<file path="src/pkg/pse_class_pkg.sv">
package pse_class_pkg;
  // ****************************************
  // register map and strap reset values
  // ****************************************
  localparam logic [7:0] ADDR_PORT_MODE = 8'h12;
  localparam logic [7:0] ADDR_DET_CLASS_EN = 8'h14;
  localparam logic [7:0] ADDR_PAIR_CFG = 8'h29;
  localparam logic [7:0] ADDR_CLASS_STATUS = 8'h2A;
  localparam logic [7:0] REG_ALL_OFF = 8'h00;
  localparam logic [7:0] REG_ALL_ON = 8'hFF;
  localparam logic [7:0] PAIR_CFG_OFF = 8'h88;
  localparam logic [7:0] PAIR_CFG_C4 = 8'hBB;
  localparam logic [7:0] PAIR_CFG_C5 = 8'hCC;
  localparam logic [7:0] PAIR_CFG_C6 = 8'hDD;
  localparam logic [7:0] PAIR_CFG_C7 = 8'hEE;
  localparam logic [7:0] PAIR_CFG_C8 = 8'hFF;
  // measured strap resistor codes: open, 14.3k, 11.0k, 8.45k, 6.49k, 1k
  localparam logic [2:0] STRAP_OPEN = 3'h0;
  localparam logic [2:0] STRAP_14K3 = 3'h1;
  localparam logic [2:0] STRAP_11K0 = 3'h2;
  localparam logic [2:0] STRAP_8K45 = 3'h3;
  localparam logic [2:0] STRAP_6K49 = 3'h4;
  localparam logic [2:0] STRAP_1K0 = 3'h5;
  // ****************************************
  // field layout
  // ****************************************
  localparam int MODE_LSB = 0;
  localparam logic [1:0] MODE_AUTO = 2'h3;
  localparam int DET_EN_BIT = 0;
  localparam int CLS_EN_BIT = 4;
  localparam logic [3:0] CFG_NIB_BASE = 4'h7;
  localparam logic [3:0] CFG_NIB_MIN = 4'hB;
  localparam logic [3:0] TYPE4_CLASS = 4'h7;
  // ****************************************
  // signatures and allocations (class numbers)
  // ****************************************
  localparam logic [3:0] SIG_TOP = 4'h4;
  localparam logic [3:0] ALLOC_13W = 4'h3;
  localparam logic [3:0] ALLOC_25W = 4'h4;
  localparam logic [3:0] ALLOC_51W = 4'h6;
  localparam logic [3:0] DS_CLASS5 = 4'h5;
  // ****************************************
  // timing
  // ****************************************
  localparam int CLK_MHZ = 25;
  localparam int MARK_PAUSE_NS = 6000;
  localparam int CLASS_RESET_HOLD_NS = 15000;
  localparam int MARK_CYC = (MARK_PAUSE_NS * CLK_MHZ + 999) / 1000;
  localparam int RESET_CYC = (CLASS_RESET_HOLD_NS * CLK_MHZ + 999) / 1000;
endpackage

</file>
<file path="src/pkg/class_phase_if.sv">
`timescale 1ns/1ps
interface class_phase_if;
  logic go_event; // start one class event
  logic go_reset; // start one class reset
  logic first; // event opens a sequence, no mark before it
  logic meas_done; // signature measured, end event
  logic event_on;
  logic mark_on;
  logic reset_on;
  logic done; // phase finished pulse
  modport ctrl (output go_event, go_reset, first, meas_done, input event_on, mark_on, reset_on, done);
  modport seq (input go_event, go_reset, first, meas_done, output event_on, mark_on, reset_on, done);
endinterface

</file>
<file path="src/hdl/class_phase_timer.sv">
`timescale 1ns/1ps
module class_phase_timer
  import pse_class_pkg::*;
#(
  parameter int MARK_N = MARK_CYC,
  parameter int RESET_N = RESET_CYC
) (
  input wire logic i_ref_clk, // 25 MHz clock
  input wire logic i_rst, // sync reset, high
  class_phase_if.seq cp // phase requests and pairset drive
);
  typedef enum {PH_IDLE, PH_MARK, PH_EVENT, PH_RESET} phase_e;
  typedef struct packed {
    phase_e ph;
    logic [15:0] cnt;
    logic done;
  } tmr_s;
  tmr_s q_r, q_nxt;

  // ****************************************
  // phase sequencing
  // ****************************************
  // one request at a time; the controller only asks while idle
  always_comb begin
    q_nxt = q_r;
    q_nxt.done = 1'b0;
    case (q_r.ph)
      PH_IDLE: begin
        // reset hold
        if (cp.go_reset) begin
          q_nxt.ph = PH_RESET;
          q_nxt.cnt = 16'(RESET_N - 1);
        end else if (cp.go_event) begin
          q_nxt.ph = cp.first ? PH_EVENT : PH_MARK;
          q_nxt.cnt = 16'(MARK_N - 1);
        end
      end
      PH_MARK: begin
        // mark pause
        if (q_r.cnt == 16'h0000) q_nxt.ph = PH_EVENT;
        else q_nxt.cnt = q_r.cnt - 16'h0001;
      end
      PH_EVENT: begin
        if (cp.meas_done) begin
          q_nxt.ph = PH_IDLE;
          q_nxt.done = 1'b1;
        end
      end
      PH_RESET: begin
        if (q_r.cnt == 16'h0000) begin
          q_nxt.ph = PH_IDLE;
          q_nxt.done = 1'b1;
        end else q_nxt.cnt = q_r.cnt - 16'h0001;
      end
      default: q_nxt.ph = PH_IDLE;
    endcase
  end

  always_ff @(posedge i_ref_clk) begin
    if (i_rst) q_r <= '{ph: PH_IDLE, cnt: 16'h0000, done: 1'b0};
    else q_r <= q_nxt;
  end

  assign cp.event_on = (q_r.ph == PH_EVENT);
  assign cp.mark_on = (q_r.ph == PH_MARK);
  assign cp.reset_on = (q_r.ph == PH_RESET);
  assign cp.done = q_r.done;

  // ****************************************
  // checks
  // ****************************************
  logic [15:0] run_r; // length of current reset or mark phase
  always_ff @(posedge i_ref_clk) begin
    if (i_rst) run_r <= 16'h0000;
    else if (cp.reset_on || cp.mark_on) run_r <= run_r + 16'h0001;
    else run_r <= 16'h0000;
  end
endmodule // class_phase_timer

</file>
<file path="src/hdl/pse_multi_event_classifier.sv">
`timescale 1ns/1ps
// Overview of operation
// one event for single-signature class 0-3
// limited power: one event demotes 13W
// three events for class 4 request
// signature 4 throughout means class 4
// limited: stop at three, 25.5W
// four events for class 5/6
// limited: four events demote 51W
// five events only for Type 4
// dual-signature pairsets classified independently
// three events for dual-signature pairset
// class reset then one event, 13W
// dual class 5 limited: three events
// dual class 5 Type 4: four events
// four-pair eligibility conditions
// class reset holds below 2.8V minimum
// auto mode uses four-pair result
// host may force four-pair power later
// first two signatures must match
// over-limit signature is invalid
// auto mode classifies and powers alone
// strap sampled once after reset
// strap decodes to register presets
// mark pause between class events
module pse_multi_event_classifier
  import pse_class_pkg::*;
(
  input wire logic i_ref_clk, // 25 MHz clock
  input wire logic i_rst, // sync reset, high
  input wire logic i_reg_wr, // register write strobe
  input wire logic i_reg_rd, // register read strobe
  input wire logic [7:0] i_reg_addr, // register offset
  input wire logic [7:0] i_reg_wdata, // write data
  output logic [7:0] o_reg_rdata, // read data, next cycle
  input wire logic [2:0] i_strap_code, // measured strap resistor code (pin)
  input wire logic i_det_done, // detection finished pulse
  input wire logic [1:0] i_det_valid, // valid signature per pairset
  input wire logic i_dual_signature, // PD is dual-signature
  input wire logic i_redetect_ok, // unpowered pairset still detects
  input wire logic i_pd_gone, // port turned off elsewhere
  input wire logic [3:0] i_budget_class, // highest class power allows
  input wire logic [1:0] i_meas_done, // class measurement ready
  input wire logic [7:0] i_meas_sig, // signature per pairset, 4 bits each
  input wire logic [1:0] i_meas_over, // above class current limit
  input wire logic i_host_4p, // host four-pair command pulse
  output logic [1:0] o_class_event, // drive class voltage
  output logic [1:0] o_mark, // drive mark voltage
  output logic [1:0] o_class_reset, // hold pairset low
  output logic [1:0] o_power_on, // power channel request
  output logic [7:0] o_alloc_class, // allocated class per pairset
  output logic [1:0] o_invalid, // invalid classification result
  output logic o_four_pair_identification, // four-pair eligible
  output logic o_done // classification finished
);
  typedef enum {ST_STRAP, ST_IDLE, ST_CLASS, ST_POWER} port_e;
  typedef struct packed {
    logic [3:0] s1; // first signature
    logic [3:0] s3; // third signature
    logic [2:0] n; // events done
    logic [3:0] req; // requested class
    logic [3:0] alloc;
    logic active, in_rst, was_rst, type34, done, invalid, go_ev, go_rst, first;
  } pair_s;
  typedef struct packed {
    port_e st;
    logic [2:0] sy1, sy2, sy3;
    logic [7:0] mode, en, cfg, rdata;
    logic dual;
    logic [1:0] dv, pwr;
    logic fourp, host4p;
    logic [1:0] warm; // strap settle count
    pair_s [1:0] pr;
  } top_s;
  top_s q_r, q_nxt;
  logic [1:0] ev_on, mk_on, rs_on, ph_done;

  // ****************************************
  // helpers
  // ****************************************
  function automatic logic [3:0] cfg_class(input logic [3:0] nib);
    return (nib >= CFG_NIB_MIN) ? nib - CFG_NIB_BASE : 4'h0;
  endfunction
  // a pairset is finished unless it asked for another event or a class reset
  function automatic pair_s decide(input pair_s p, input logic ss, input logic t4, input logic [3:0] mx,
                                   input logic [3:0] sg, input logic ov);
    pair_s r;
    logic [2:0] k;
    r = p;
    k = p.n + 3'd1;
    r.n = k;
    r.first = 1'b0;
    // over limit
    if (ov || sg > SIG_TOP) r.invalid = 1'b1;
    else begin
      case (k)
        3'd1: begin
          r.s1 = sg;
          // demoted after reset
          if (p.was_rst) r.alloc = ALLOC_13W;
          // single event
          else if (ss && sg < SIG_TOP) r.alloc = sg;
          // demote to 13W
          else if (ss && mx < SIG_TOP) r.alloc = ALLOC_13W;
          // class 4 request, more events
          else r.go_ev = 1'b1;
        end
        3'd2: begin
          // pair must match
          if (sg != p.s1) r.invalid = 1'b1;
          else r.go_ev = 1'b1;
        end
        3'd3: begin
          r.s3 = sg;
          r.type34 = (sg != p.s1);
          if (ss) begin
            r.req = (sg == SIG_TOP) ? SIG_TOP : 4'd5 + sg;
            r.alloc = ALLOC_25W;
            // class 4 / R5: demote / R6 R7: fourth event
            r.go_ev = (sg != SIG_TOP && mx > SIG_TOP);
          end else if (p.s1 < SIG_TOP) begin
            // dual class 0-3, R18: legal sequence
            r.alloc = sg;
            r.invalid = (sg != p.s1);
          end else if (sg != SIG_TOP && sg != ALLOC_13W) r.invalid = 1'b1;
          else begin
            r.req = (sg == SIG_TOP) ? SIG_TOP : DS_CLASS5;
            r.alloc = ALLOC_25W;
            // reset then single event
            r.go_rst = (mx < SIG_TOP);
            r.in_rst = r.go_rst;
            // fourth event, R12 otherwise
            r.go_ev = !r.go_rst && r.req == DS_CLASS5 && t4 && mx >= DS_CLASS5;
          end
        end
        3'd4: begin
          if (sg != p.s3) r.invalid = 1'b1;
          else if (!ss) r.alloc = DS_CLASS5;
          else if (p.req < TYPE4_CLASS) r.alloc = p.req;
          // fifth event
          else if (t4 && mx >= TYPE4_CLASS) r.go_ev = 1'b1;
          else r.alloc = ALLOC_51W;
        end
        3'd5: begin
          r.invalid = (sg != p.s3);
          r.alloc = p.req;
        end
        default: r.invalid = 1'b1;
      endcase
    end
    r.done = !(r.go_ev || r.go_rst);
    return r;
  endfunction
  // ****************************************
  // per-pairset event timers
  // ****************************************
  // each pairset has its own sequencer
  for (genvar g = 0; g < 2; g++) begin : g_seq
    class_phase_if cp ();
    assign cp.go_event = q_r.pr[g].go_ev;
    assign cp.go_reset = q_r.pr[g].go_rst;
    assign cp.first = q_r.pr[g].first;
    assign cp.meas_done = i_meas_done[g];
    assign ev_on[g] = cp.event_on;
    assign mk_on[g] = cp.mark_on;
    assign rs_on[g] = cp.reset_on;
    assign ph_done[g] = cp.done;
    class_phase_timer u_timer (
      .i_ref_clk(i_ref_clk),
      .i_rst(i_rst),
      .cp(cp)
    );
  end

  // ****************************************
  // port control
  // ****************************************
  logic auto_on, type4, all_fin;
  logic [3:0] mx;
  assign auto_on = q_r.mode[MODE_LSB +: 2] == MODE_AUTO && q_r.en[DET_EN_BIT] && q_r.en[CLS_EN_BIT];
  assign type4 = cfg_class(q_r.cfg[3:0]) >= TYPE4_CLASS;
  assign mx = (cfg_class(q_r.cfg[3:0]) < i_budget_class) ? cfg_class(q_r.cfg[3:0]) : i_budget_class;
  assign all_fin = (!q_r.pr[0].active || q_r.pr[0].done) && (!q_r.pr[1].active || q_r.pr[1].done);
  // main sequencing; register writes are blocked until the strap has loaded
  always_comb begin
    q_nxt = q_r;
    q_nxt.sy1 = i_strap_code;
    q_nxt.sy2 = q_r.sy1;
    q_nxt.sy3 = q_r.sy2;
    for (int i = 0; i < 2; i++) begin
      q_nxt.pr[i].go_ev = 1'b0;
      q_nxt.pr[i].go_rst = 1'b0;
    end
    case (q_r.st)
      ST_STRAP: begin
        // one-time sample
        // the stages hold reset zeros at first, which would read as an open strap
        if (q_r.warm != 2'd3) q_nxt.warm = q_r.warm + 2'd1;
        else if (q_r.sy2 == q_r.sy3) begin
          q_nxt.st = ST_IDLE;
          // strap presets
          q_nxt.mode = (q_r.sy3 == STRAP_OPEN) ? REG_ALL_OFF : REG_ALL_ON;
          q_nxt.en = q_nxt.mode;
          case (q_r.sy3)
            STRAP_14K3: q_nxt.cfg = PAIR_CFG_C4;
            STRAP_11K0: q_nxt.cfg = PAIR_CFG_C5;
            STRAP_8K45: q_nxt.cfg = PAIR_CFG_C6;
            STRAP_6K49: q_nxt.cfg = PAIR_CFG_C7;
            STRAP_1K0: q_nxt.cfg = PAIR_CFG_C8;
            default: begin
              q_nxt.cfg = PAIR_CFG_OFF;
              q_nxt.mode = REG_ALL_OFF;
              q_nxt.en = REG_ALL_OFF;
            end
          endcase
        end
      end
      ST_IDLE: begin
        q_nxt.pwr = 2'b00;
        q_nxt.fourp = 1'b0;
        q_nxt.host4p = 1'b0;
        // start without host
        if (i_det_done && auto_on && |i_det_valid) begin
          q_nxt.st = ST_CLASS;
          q_nxt.dual = i_dual_signature;
          q_nxt.dv = i_det_valid;
          for (int i = 0; i < 2; i++) begin
            q_nxt.pr[i] = '0;
            q_nxt.pr[i].active = i_det_valid[i] && (i == 0 || i_dual_signature);
            q_nxt.pr[i].go_ev = q_nxt.pr[i].active;
            q_nxt.pr[i].first = 1'b1;
          end
        end
      end
      ST_CLASS: begin
        for (int i = 0; i < 2; i++) begin
          if (q_r.pr[i].active && !q_r.pr[i].done) begin
            if (ph_done[i] && q_r.pr[i].in_rst && !q_r.pr[i].go_rst) begin // not the event's own done
              // restart after reset
              q_nxt.pr[i].in_rst = 1'b0;
              q_nxt.pr[i].was_rst = 1'b1;
              q_nxt.pr[i].n = 3'd0;
              q_nxt.pr[i].first = 1'b1;
              q_nxt.pr[i].go_ev = 1'b1;
            end else if (i_meas_done[i] && ev_on[i]) begin
              q_nxt.pr[i] = decide(q_r.pr[i], !q_r.dual, type4, mx, i_meas_sig[i*4 +: 4], i_meas_over[i]);
            end
          end
        end
        if (all_fin) begin
          q_nxt.st = ST_POWER;
          // four-pair eligibility
          q_nxt.fourp = &q_r.dv && (!q_r.dual || q_r.pr[0].type34 || q_r.pr[1].type34 || i_redetect_ok);
          // channel count from result
          if (!q_r.dual) q_nxt.pwr = q_r.pr[0].invalid ? 2'b00 : (q_nxt.fourp ? 2'b11 : 2'b01);
          else q_nxt.pwr = {q_r.pr[1].active && !q_r.pr[1].invalid, q_r.pr[0].active && !q_r.pr[0].invalid};
        end
      end
      ST_POWER: begin
        // host four-pair command
        if (i_host_4p && q_r.pwr != 2'b00) begin
          q_nxt.pwr = 2'b11;
          q_nxt.host4p = 1'b1;
        end
        if (i_pd_gone || !auto_on) q_nxt.st = ST_IDLE;
      end
      default: q_nxt.st = ST_IDLE;
    endcase
    // register writes and registered read data
    if (i_reg_wr && q_r.st != ST_STRAP) begin
      case (i_reg_addr)
        ADDR_PORT_MODE: q_nxt.mode = i_reg_wdata;
        ADDR_DET_CLASS_EN: q_nxt.en = i_reg_wdata;
        ADDR_PAIR_CFG: q_nxt.cfg = i_reg_wdata;
        default: ;
      endcase
    end
    if (i_reg_rd) begin
      case (i_reg_addr)
        ADDR_PORT_MODE: q_nxt.rdata = q_r.mode;
        ADDR_DET_CLASS_EN: q_nxt.rdata = q_r.en;
        ADDR_PAIR_CFG: q_nxt.rdata = q_r.cfg;
        ADDR_CLASS_STATUS: q_nxt.rdata = {q_r.st == ST_POWER, q_r.fourp, q_r.pr[1].invalid, q_r.pr[0].invalid,
                                          q_r.pwr, q_r.host4p, q_r.dual};
        default: q_nxt.rdata = 8'h00;
      endcase
    end
  end
  always_ff @(posedge i_ref_clk) begin
    if (i_rst) begin
      q_r <= '0;
      q_r.st <= ST_STRAP;
    end else q_r <= q_nxt;
  end
  // ****************************************
  // outputs
  // ****************************************
  assign o_reg_rdata = q_r.rdata;
  assign o_class_event = ev_on;
  assign o_mark = mk_on;
  assign o_class_reset = rs_on;
  assign o_power_on = q_r.pwr;
  assign o_alloc_class = {q_r.pr[1].alloc, q_r.pr[0].alloc};
  assign o_invalid = {q_r.pr[1].invalid, q_r.pr[0].invalid};
  assign o_four_pair_identification = q_r.fourp;
  assign o_done = (q_r.st == ST_POWER);
endmodule // pse_multi_event_classifier

</file>
<file path="config.mk">
export PLATFORM = sky130hd
export DESIGN_NAME = pse_multi_event_classifier
export DESIGN_NICKNAME = d
export VERILOG_FILES = /design/src/pkg/pse_class_pkg.sv /design/src/pkg/class_phase_if.sv /design/src/hdl/class_phase_timer.sv /design/src/hdl/pse_multi_event_classifier.sv
export SDC_FILE = /design/constraint.sdc
export NUM_CORES = 1
export LEC_CHECK = 0
export BUFFER_PORTS_ARGS = -buffer_cell sky130_fd_sc_hd__buf_2
export CORE_AREA = 5 5 178 180
export CTS_BUF_LIST = sky130_fd_sc_hd__clkbuf_2 sky130_fd_sc_hd__clkbuf_4 sky130_fd_sc_hd__clkbuf_8
export CTS_CLUSTER_SIZE = 12
export DETAILED_ROUTE_END_ITERATION = 7
export DIE_AREA = 0 0 183 185
export PLACE_DENSITY_LB_ADDON = 0.3
export SETUP_SLACK_MARGIN = 0.2
export SYNTH_ARGS = -nofsm -noshare
export SYNTH_HDL_FRONTEND = slang
export SYNTH_HIERARCHICAL = 1
export SYNTH_SLANG_ARGS = --single-unit
</file>
<file path="constraint.sdc">
create_clock -name i_ref_clk -period 6.42 [get_ports i_ref_clk]
set_input_delay 0.321 -clock i_ref_clk [delete_from_list [all_inputs] [get_ports i_ref_clk]]
set_output_delay 0.321 -clock i_ref_clk [all_outputs]
set_load 0.01 [all_outputs]
</file>
==> impl_metrics.prom <==
# TYPE chip_impl_metric gauge
chip_impl_metric{name="via_per_inst",unit=""} 5.24
chip_impl_metric{name="grt_start_max_net_pins",unit=""} 71
chip_impl_metric{name="cts.htree.levels",unit=""} 4
chip_impl_metric{name="route.vias.total",unit=""} 8071
chip_impl_metric{name="synth_top_area_share",unit="%"} 33.2
chip_impl_metric{name="cts-resized-gates",unit=""} 0
chip_impl_metric{name="setup_total_negative_slack",unit="ns"} 0
chip_impl_metric{name="ant_nets",unit=""} 0
chip_impl_metric{name="drc",unit=""} 0
chip_impl_metric{name="syn-cell-area",unit="sq mm"} 0.00879
chip_impl_metric{name="area_growth_syn_to_fin",unit="%"} 10.5
chip_impl_metric{name="design.final.nets",unit=""} 1208
chip_impl_metric{name="placeableCoreArea",unit="sq mm"} 0.0300
chip_impl_metric{name="wl",unit="microns"} 24900
chip_impl_info{name="path_class",value="flip-flop to flip-flop"} 1
chip_impl_metric{name="initial_drt_pass_iterations",unit=""} 7
chip_impl_metric{name="layout-drive-gt1-share",unit="%"} 13.4
chip_impl_metric{name="final-setup-viol-count",unit=""} 0
chip_impl_metric{name="cts.repair_timing.setup_buffer_count",unit=""} 0
chip_impl_metric{name="synth_cell_types",unit=""} 85
chip_impl_metric{name="timing.hold.worst_path_depth",unit=""} 2
chip_impl_metric{name="synth_nets",unit=""} 1190
chip_impl_metric{name="cts_buffer_depth",unit=""} 2
chip_impl_metric{name="ir_drop",unit="V"} 0.000176
chip_impl_info{name="setup.worst_path.end_class",value="flip-flop"} 1
chip_impl_metric{name="r2r_setup_slack",unit="ns"} 2.94
chip_impl_metric{name="data_arrival_at_the_endpoint_of_the_critical_path",unit="ns"} 3.88
chip_impl_metric{name="synth_async_sr_flop_share",unit="%"} 0
chip_impl_metric{name="detailedPlacementHpwl",unit="microns"} 17900
chip_impl_info{name="ys.flop_type",value="dfxtp_1"} 1
chip_impl_metric{name="yosysWarnings",unit=""} 6
chip_impl_metric{name="boundaryPins",unit=""} 74
chip_impl_info{name="reg2reg_to",value="g_seq[1].cp.go_event$_SDFF_PP0_"} 1
chip_impl_info{name="cp_startpoint_kind",value="flip-flop"} 1
chip_impl_info{name="yosysTopAreaCell",value="dfxtp_1"} 1
chip_impl_metric{name="max_clock_freq",unit="MHz"} 287
chip_impl_metric{name="maxSlewHeadroom",unit="%"} 24.9
chip_impl_info{name="hold_path.startpoint",value="i_strap_code[0]"} 1
chip_impl_metric{name="nFillCells",unit=""} 3230
chip_impl_metric{name="cap_violations",unit=""} 0
chip_impl_metric{name="worstSkewPairLatency",unit="ns"} 0.47
chip_impl_metric{name="ys_ff_latch",unit=""} 146
chip_impl_metric{name="synth_enable_flop_cells",unit=""} 0
chip_impl_metric{name="clock-sinks",unit=""} 146
chip_impl_metric{name="final_design_area_no_fill",unit="sq mm"} 0.00971
chip_impl_metric{name="core.rowCount",unit=""} 64
chip_impl_metric{name="synth_area_per_cell",unit="sq um"} 7.89
chip_impl_info{name="rr_startpoint",value="q_r[73]$_SDFF_PP0_"} 1
chip_impl_metric{name="final_max_slew_viol_count",unit=""} 0
chip_impl_metric{name="drt-wirelength-per-cell",unit="microns"} 16.1
chip_impl_metric{name="grt_met3_usage",unit="%"} 3.30
chip_impl_metric{name="initial_core_util",unit="%"} 29.3
chip_impl_metric{name="die_height",unit="microns"} 185
chip_impl_info{name="min_delay_worst_endpoint",value="q_nxt[100]$_SDFF_PP0_"} 1
chip_impl_metric{name="portBuffers",unit=""} 73
chip_impl_metric{name="gp_routability_congestion",unit=""} 0.884
chip_impl_metric{name="worst_setup_hold_path_clk_slew",unit="ns"} 0.09
chip_impl_info{name="startpoint",value="q_r[73]$_SDFF_PP0_"} 1
chip_impl_info{name="outcome",value="finished clean"} 1
chip_impl_metric{name="timing.critical_path.required",unit="ns"} 6.82
chip_impl_metric{name="fin_crit_sh",unit="%"} 54.2
chip_impl_metric{name="finalCriticalPeriod",unit="ns"} 3.48
chip_impl_info{name="most-common-layout-cells",value="nor2_1 (155), dfxtp_1 (146), a21oi_1 (113)"} 1
chip_impl_metric{name="rr_worst_depth",unit=""} 12
chip_impl_metric{name="dieWidth",unit="microns"} 183
chip_impl_info{name="yosys-top-cells-area",value="dfxtp_1 (33%), nor2_1 (6.6%), a21oi_1 (6.4%), ha_1 (4.3%), nor3_1 (3.4%)"} 1
chip_impl_metric{name="first_global_vias",unit=""} 7654
chip_impl_metric{name="syn_inst",unit=""} 1114
chip_impl_metric{name="grt_util_met2",unit="%"} 22.9
chip_impl_metric{name="finish.utilization",unit="%"} 32.3
chip_impl_metric{name="globalRouteMet1Util",unit="%"} 20.1
chip_impl_info{name="layout_commonest_cell",value="nor2_1"} 1
chip_impl_metric{name="hold_buf_cts",unit=""} 0
chip_impl_metric{name="initial_antenna_violation_count",unit=""} 1
chip_impl_metric{name="worstPathMaxFanout",unit=""} 7
chip_impl_info{name="clock_tree_root_buffer_cell",value="clkbuf_8"} 1
chip_impl_metric{name="antenna_cells",unit=""} 0
chip_impl_metric{name="floorplan.die_area",unit="sq mm"} 0.0339
chip_impl_metric{name="grt_overflow",unit=""} 0
chip_impl_info{name="gr-max-usage-layer",value="met2"} 1
chip_impl_metric{name="placedInstanceArea",unit="sq mm"} 0.00929
chip_impl_metric{name="grtUsageTotal",unit="%"} 14.6
chip_impl_metric{name="finalClockSkew",unit="ns"} 0.0132
chip_impl_metric{name="detailed_route_iter0_violations",unit=""} 579
chip_impl_info{name="grt_setup_unrepaired",value="false"} 1
chip_impl_metric{name="leakage",unit="nW"} 3.59
chip_impl_metric{name="first_pass_grt_wire_length",unit="microns"} 40700
chip_impl_info{name="cts_tree",value="done"} 1
chip_impl_metric{name="pwr_density_cell",unit="mW/mm^2"} 224
chip_impl_metric{name="final_hold_viol_count",unit=""} 0
chip_impl_metric{name="yosysSeqAreaShare",unit="%"} 33.2
chip_impl_info{name="min-delay-path-class",value="primary input to flip-flop"} 1
chip_impl_metric{name="cts-buffers-inserted",unit=""} 17
chip_impl_metric{name="worst-slew-pin-transition",unit="ns"} 1.12
## critical path: stages (launching register included)
cell	delay, ns
dfxtp_1	0.45
ha_1	0.29
xor2_2	0.12
and2_2	0.22
ha_1	0.29
o21a_1	0.25
nand3_1	0.13
o221ai_2	0.34
nor2_2	0.15
nor4_2	0.38
a2111oi_1	0.10
or4_1	0.51
a21oi_1	0.17
## synthesized netlist by cell type (11+ instances only)
library cell	count
nand3b_1	11
dfxtp_1	146
nor3_1	60
and2_1	11
a21oi_1	113
nor2b_1	28
a22oi_1	18
nor2_1	155
xor2_1	16
ha_1	30
mux2i_1	22
o21ai_0	38
inv_1	38
nand3_1	24
nand2_1	78
a211oi_1	26
nand2b_1	13
a31oi_1	14
clkbuf_1	37
xnor2_1	22
buf_4	28
nand4_1	12
## cells by family (layout without fill, tap and decap cells)
kind of cell             count (synthesis)  count (layout)  synth area share [%]
AND/OR/NAND/NOR                        451             451                  26.0
AO/OA/AOI/OAI                          302             302                  23.0
adder cells (fa/ha/maj)                 30              30                  4.27
flip-flops                             146             146                  33.2
multiplexers                            25              25                  2.89
XOR/XNOR                                39              39                  3.97
buffers and inverters                  121             152                  6.62
## layer usage
metal | share of wire (%) | up-vias | wire length [microns]
met5 | 0.052 | - | 13
met4 | 1.9 | 2 | 483
met2 | 45 | 224 | 11200
li1 | - | 4011 | -
met3 | 5.4 | 32 | 1340
met1 | 47 | 3802 | 11800
## metrics by stage
stage / hold WS (ns) / setup WS, ns / instances / total power [W]
after floorplan: 0.414 / 3.39 / 1114 / 0.00130
after global placement: 0.421 / 3.18 / 1509 / 0.00141
after detailed placement: 0.427 / 3.00 / 1509 / 0.00141
after CTS: 0.0330 / 2.96 / 1541 / 0.00221
after global routing: 0.0515 / 2.69 / 1541 / 0.00230
final: 0.0682 / 2.94 / 1541 / 0.00218
## state kept, by name, summed over array words and instances (netlist names)
signal                      flops
g_seq.cp.go_event               2
o_invalid                       2
g_seq.cp.first                  2
o_four_pair_identification      1
o_power_on                      2
o_alloc_class                   8
g_seq.u_timer/q_r              36
o_reg_rdata                     8
q_r                            75
g_seq.cp.go_reset               2
g_seq.u_timer/cp.done           2
q_nxt                           6
## worst max path at each step
stage / endpoint / slack [ns] / depth (start not counted)
6_report: g_seq[1].cp.go_event$_SDFF_PP0_ / 2.94 / 12
5_1_grt: g_seq[1].cp.go_event$_SDFF_PP0_ / 2.69 / 12
4_1_cts: g_seq[1].cp.go_event$_SDFF_PP0_ / 2.96 / 12
3_5_place_dp: g_seq[1].cp.go_event$_SDFF_PP0_ / 3.00 / 12
3_3_place_gp: g_seq[1].cp.go_event$_SDFF_PP0_ / 3.18 / 12
2_1_floorplan: g_seq[1].cp.go_event$_SDFF_PP0_ / 3.39 / 12
## layout make-up
| cell class | count | area (sq um) | area share [%] |
|---|---|---|---|
| repair buffers | 81 | 428 | 4.41 |
| well taps | 396 | 495 | 5.10 |
| multi-input cells | 847 | 5300 | 54.5 |
| inverters | 39 | 146 | 1.51 |
| flip-flops and latches | 146 | 2920 | 30.1 |
| clock buffers | 18 | 248 | 2.55 |
| clock inverters | 14 | 176 | 1.82 |
## power breakdown
group / internal [W] / switching (W) / total, W
registers: 0.000929 / 0.0000246 / 0.000953
logic: 0.000150 / 0.000291 / 0.000441
clock network: 0.000400 / 0.000386 / 0.000786
No activity file was read; power rests on OpenSTA's default activity.
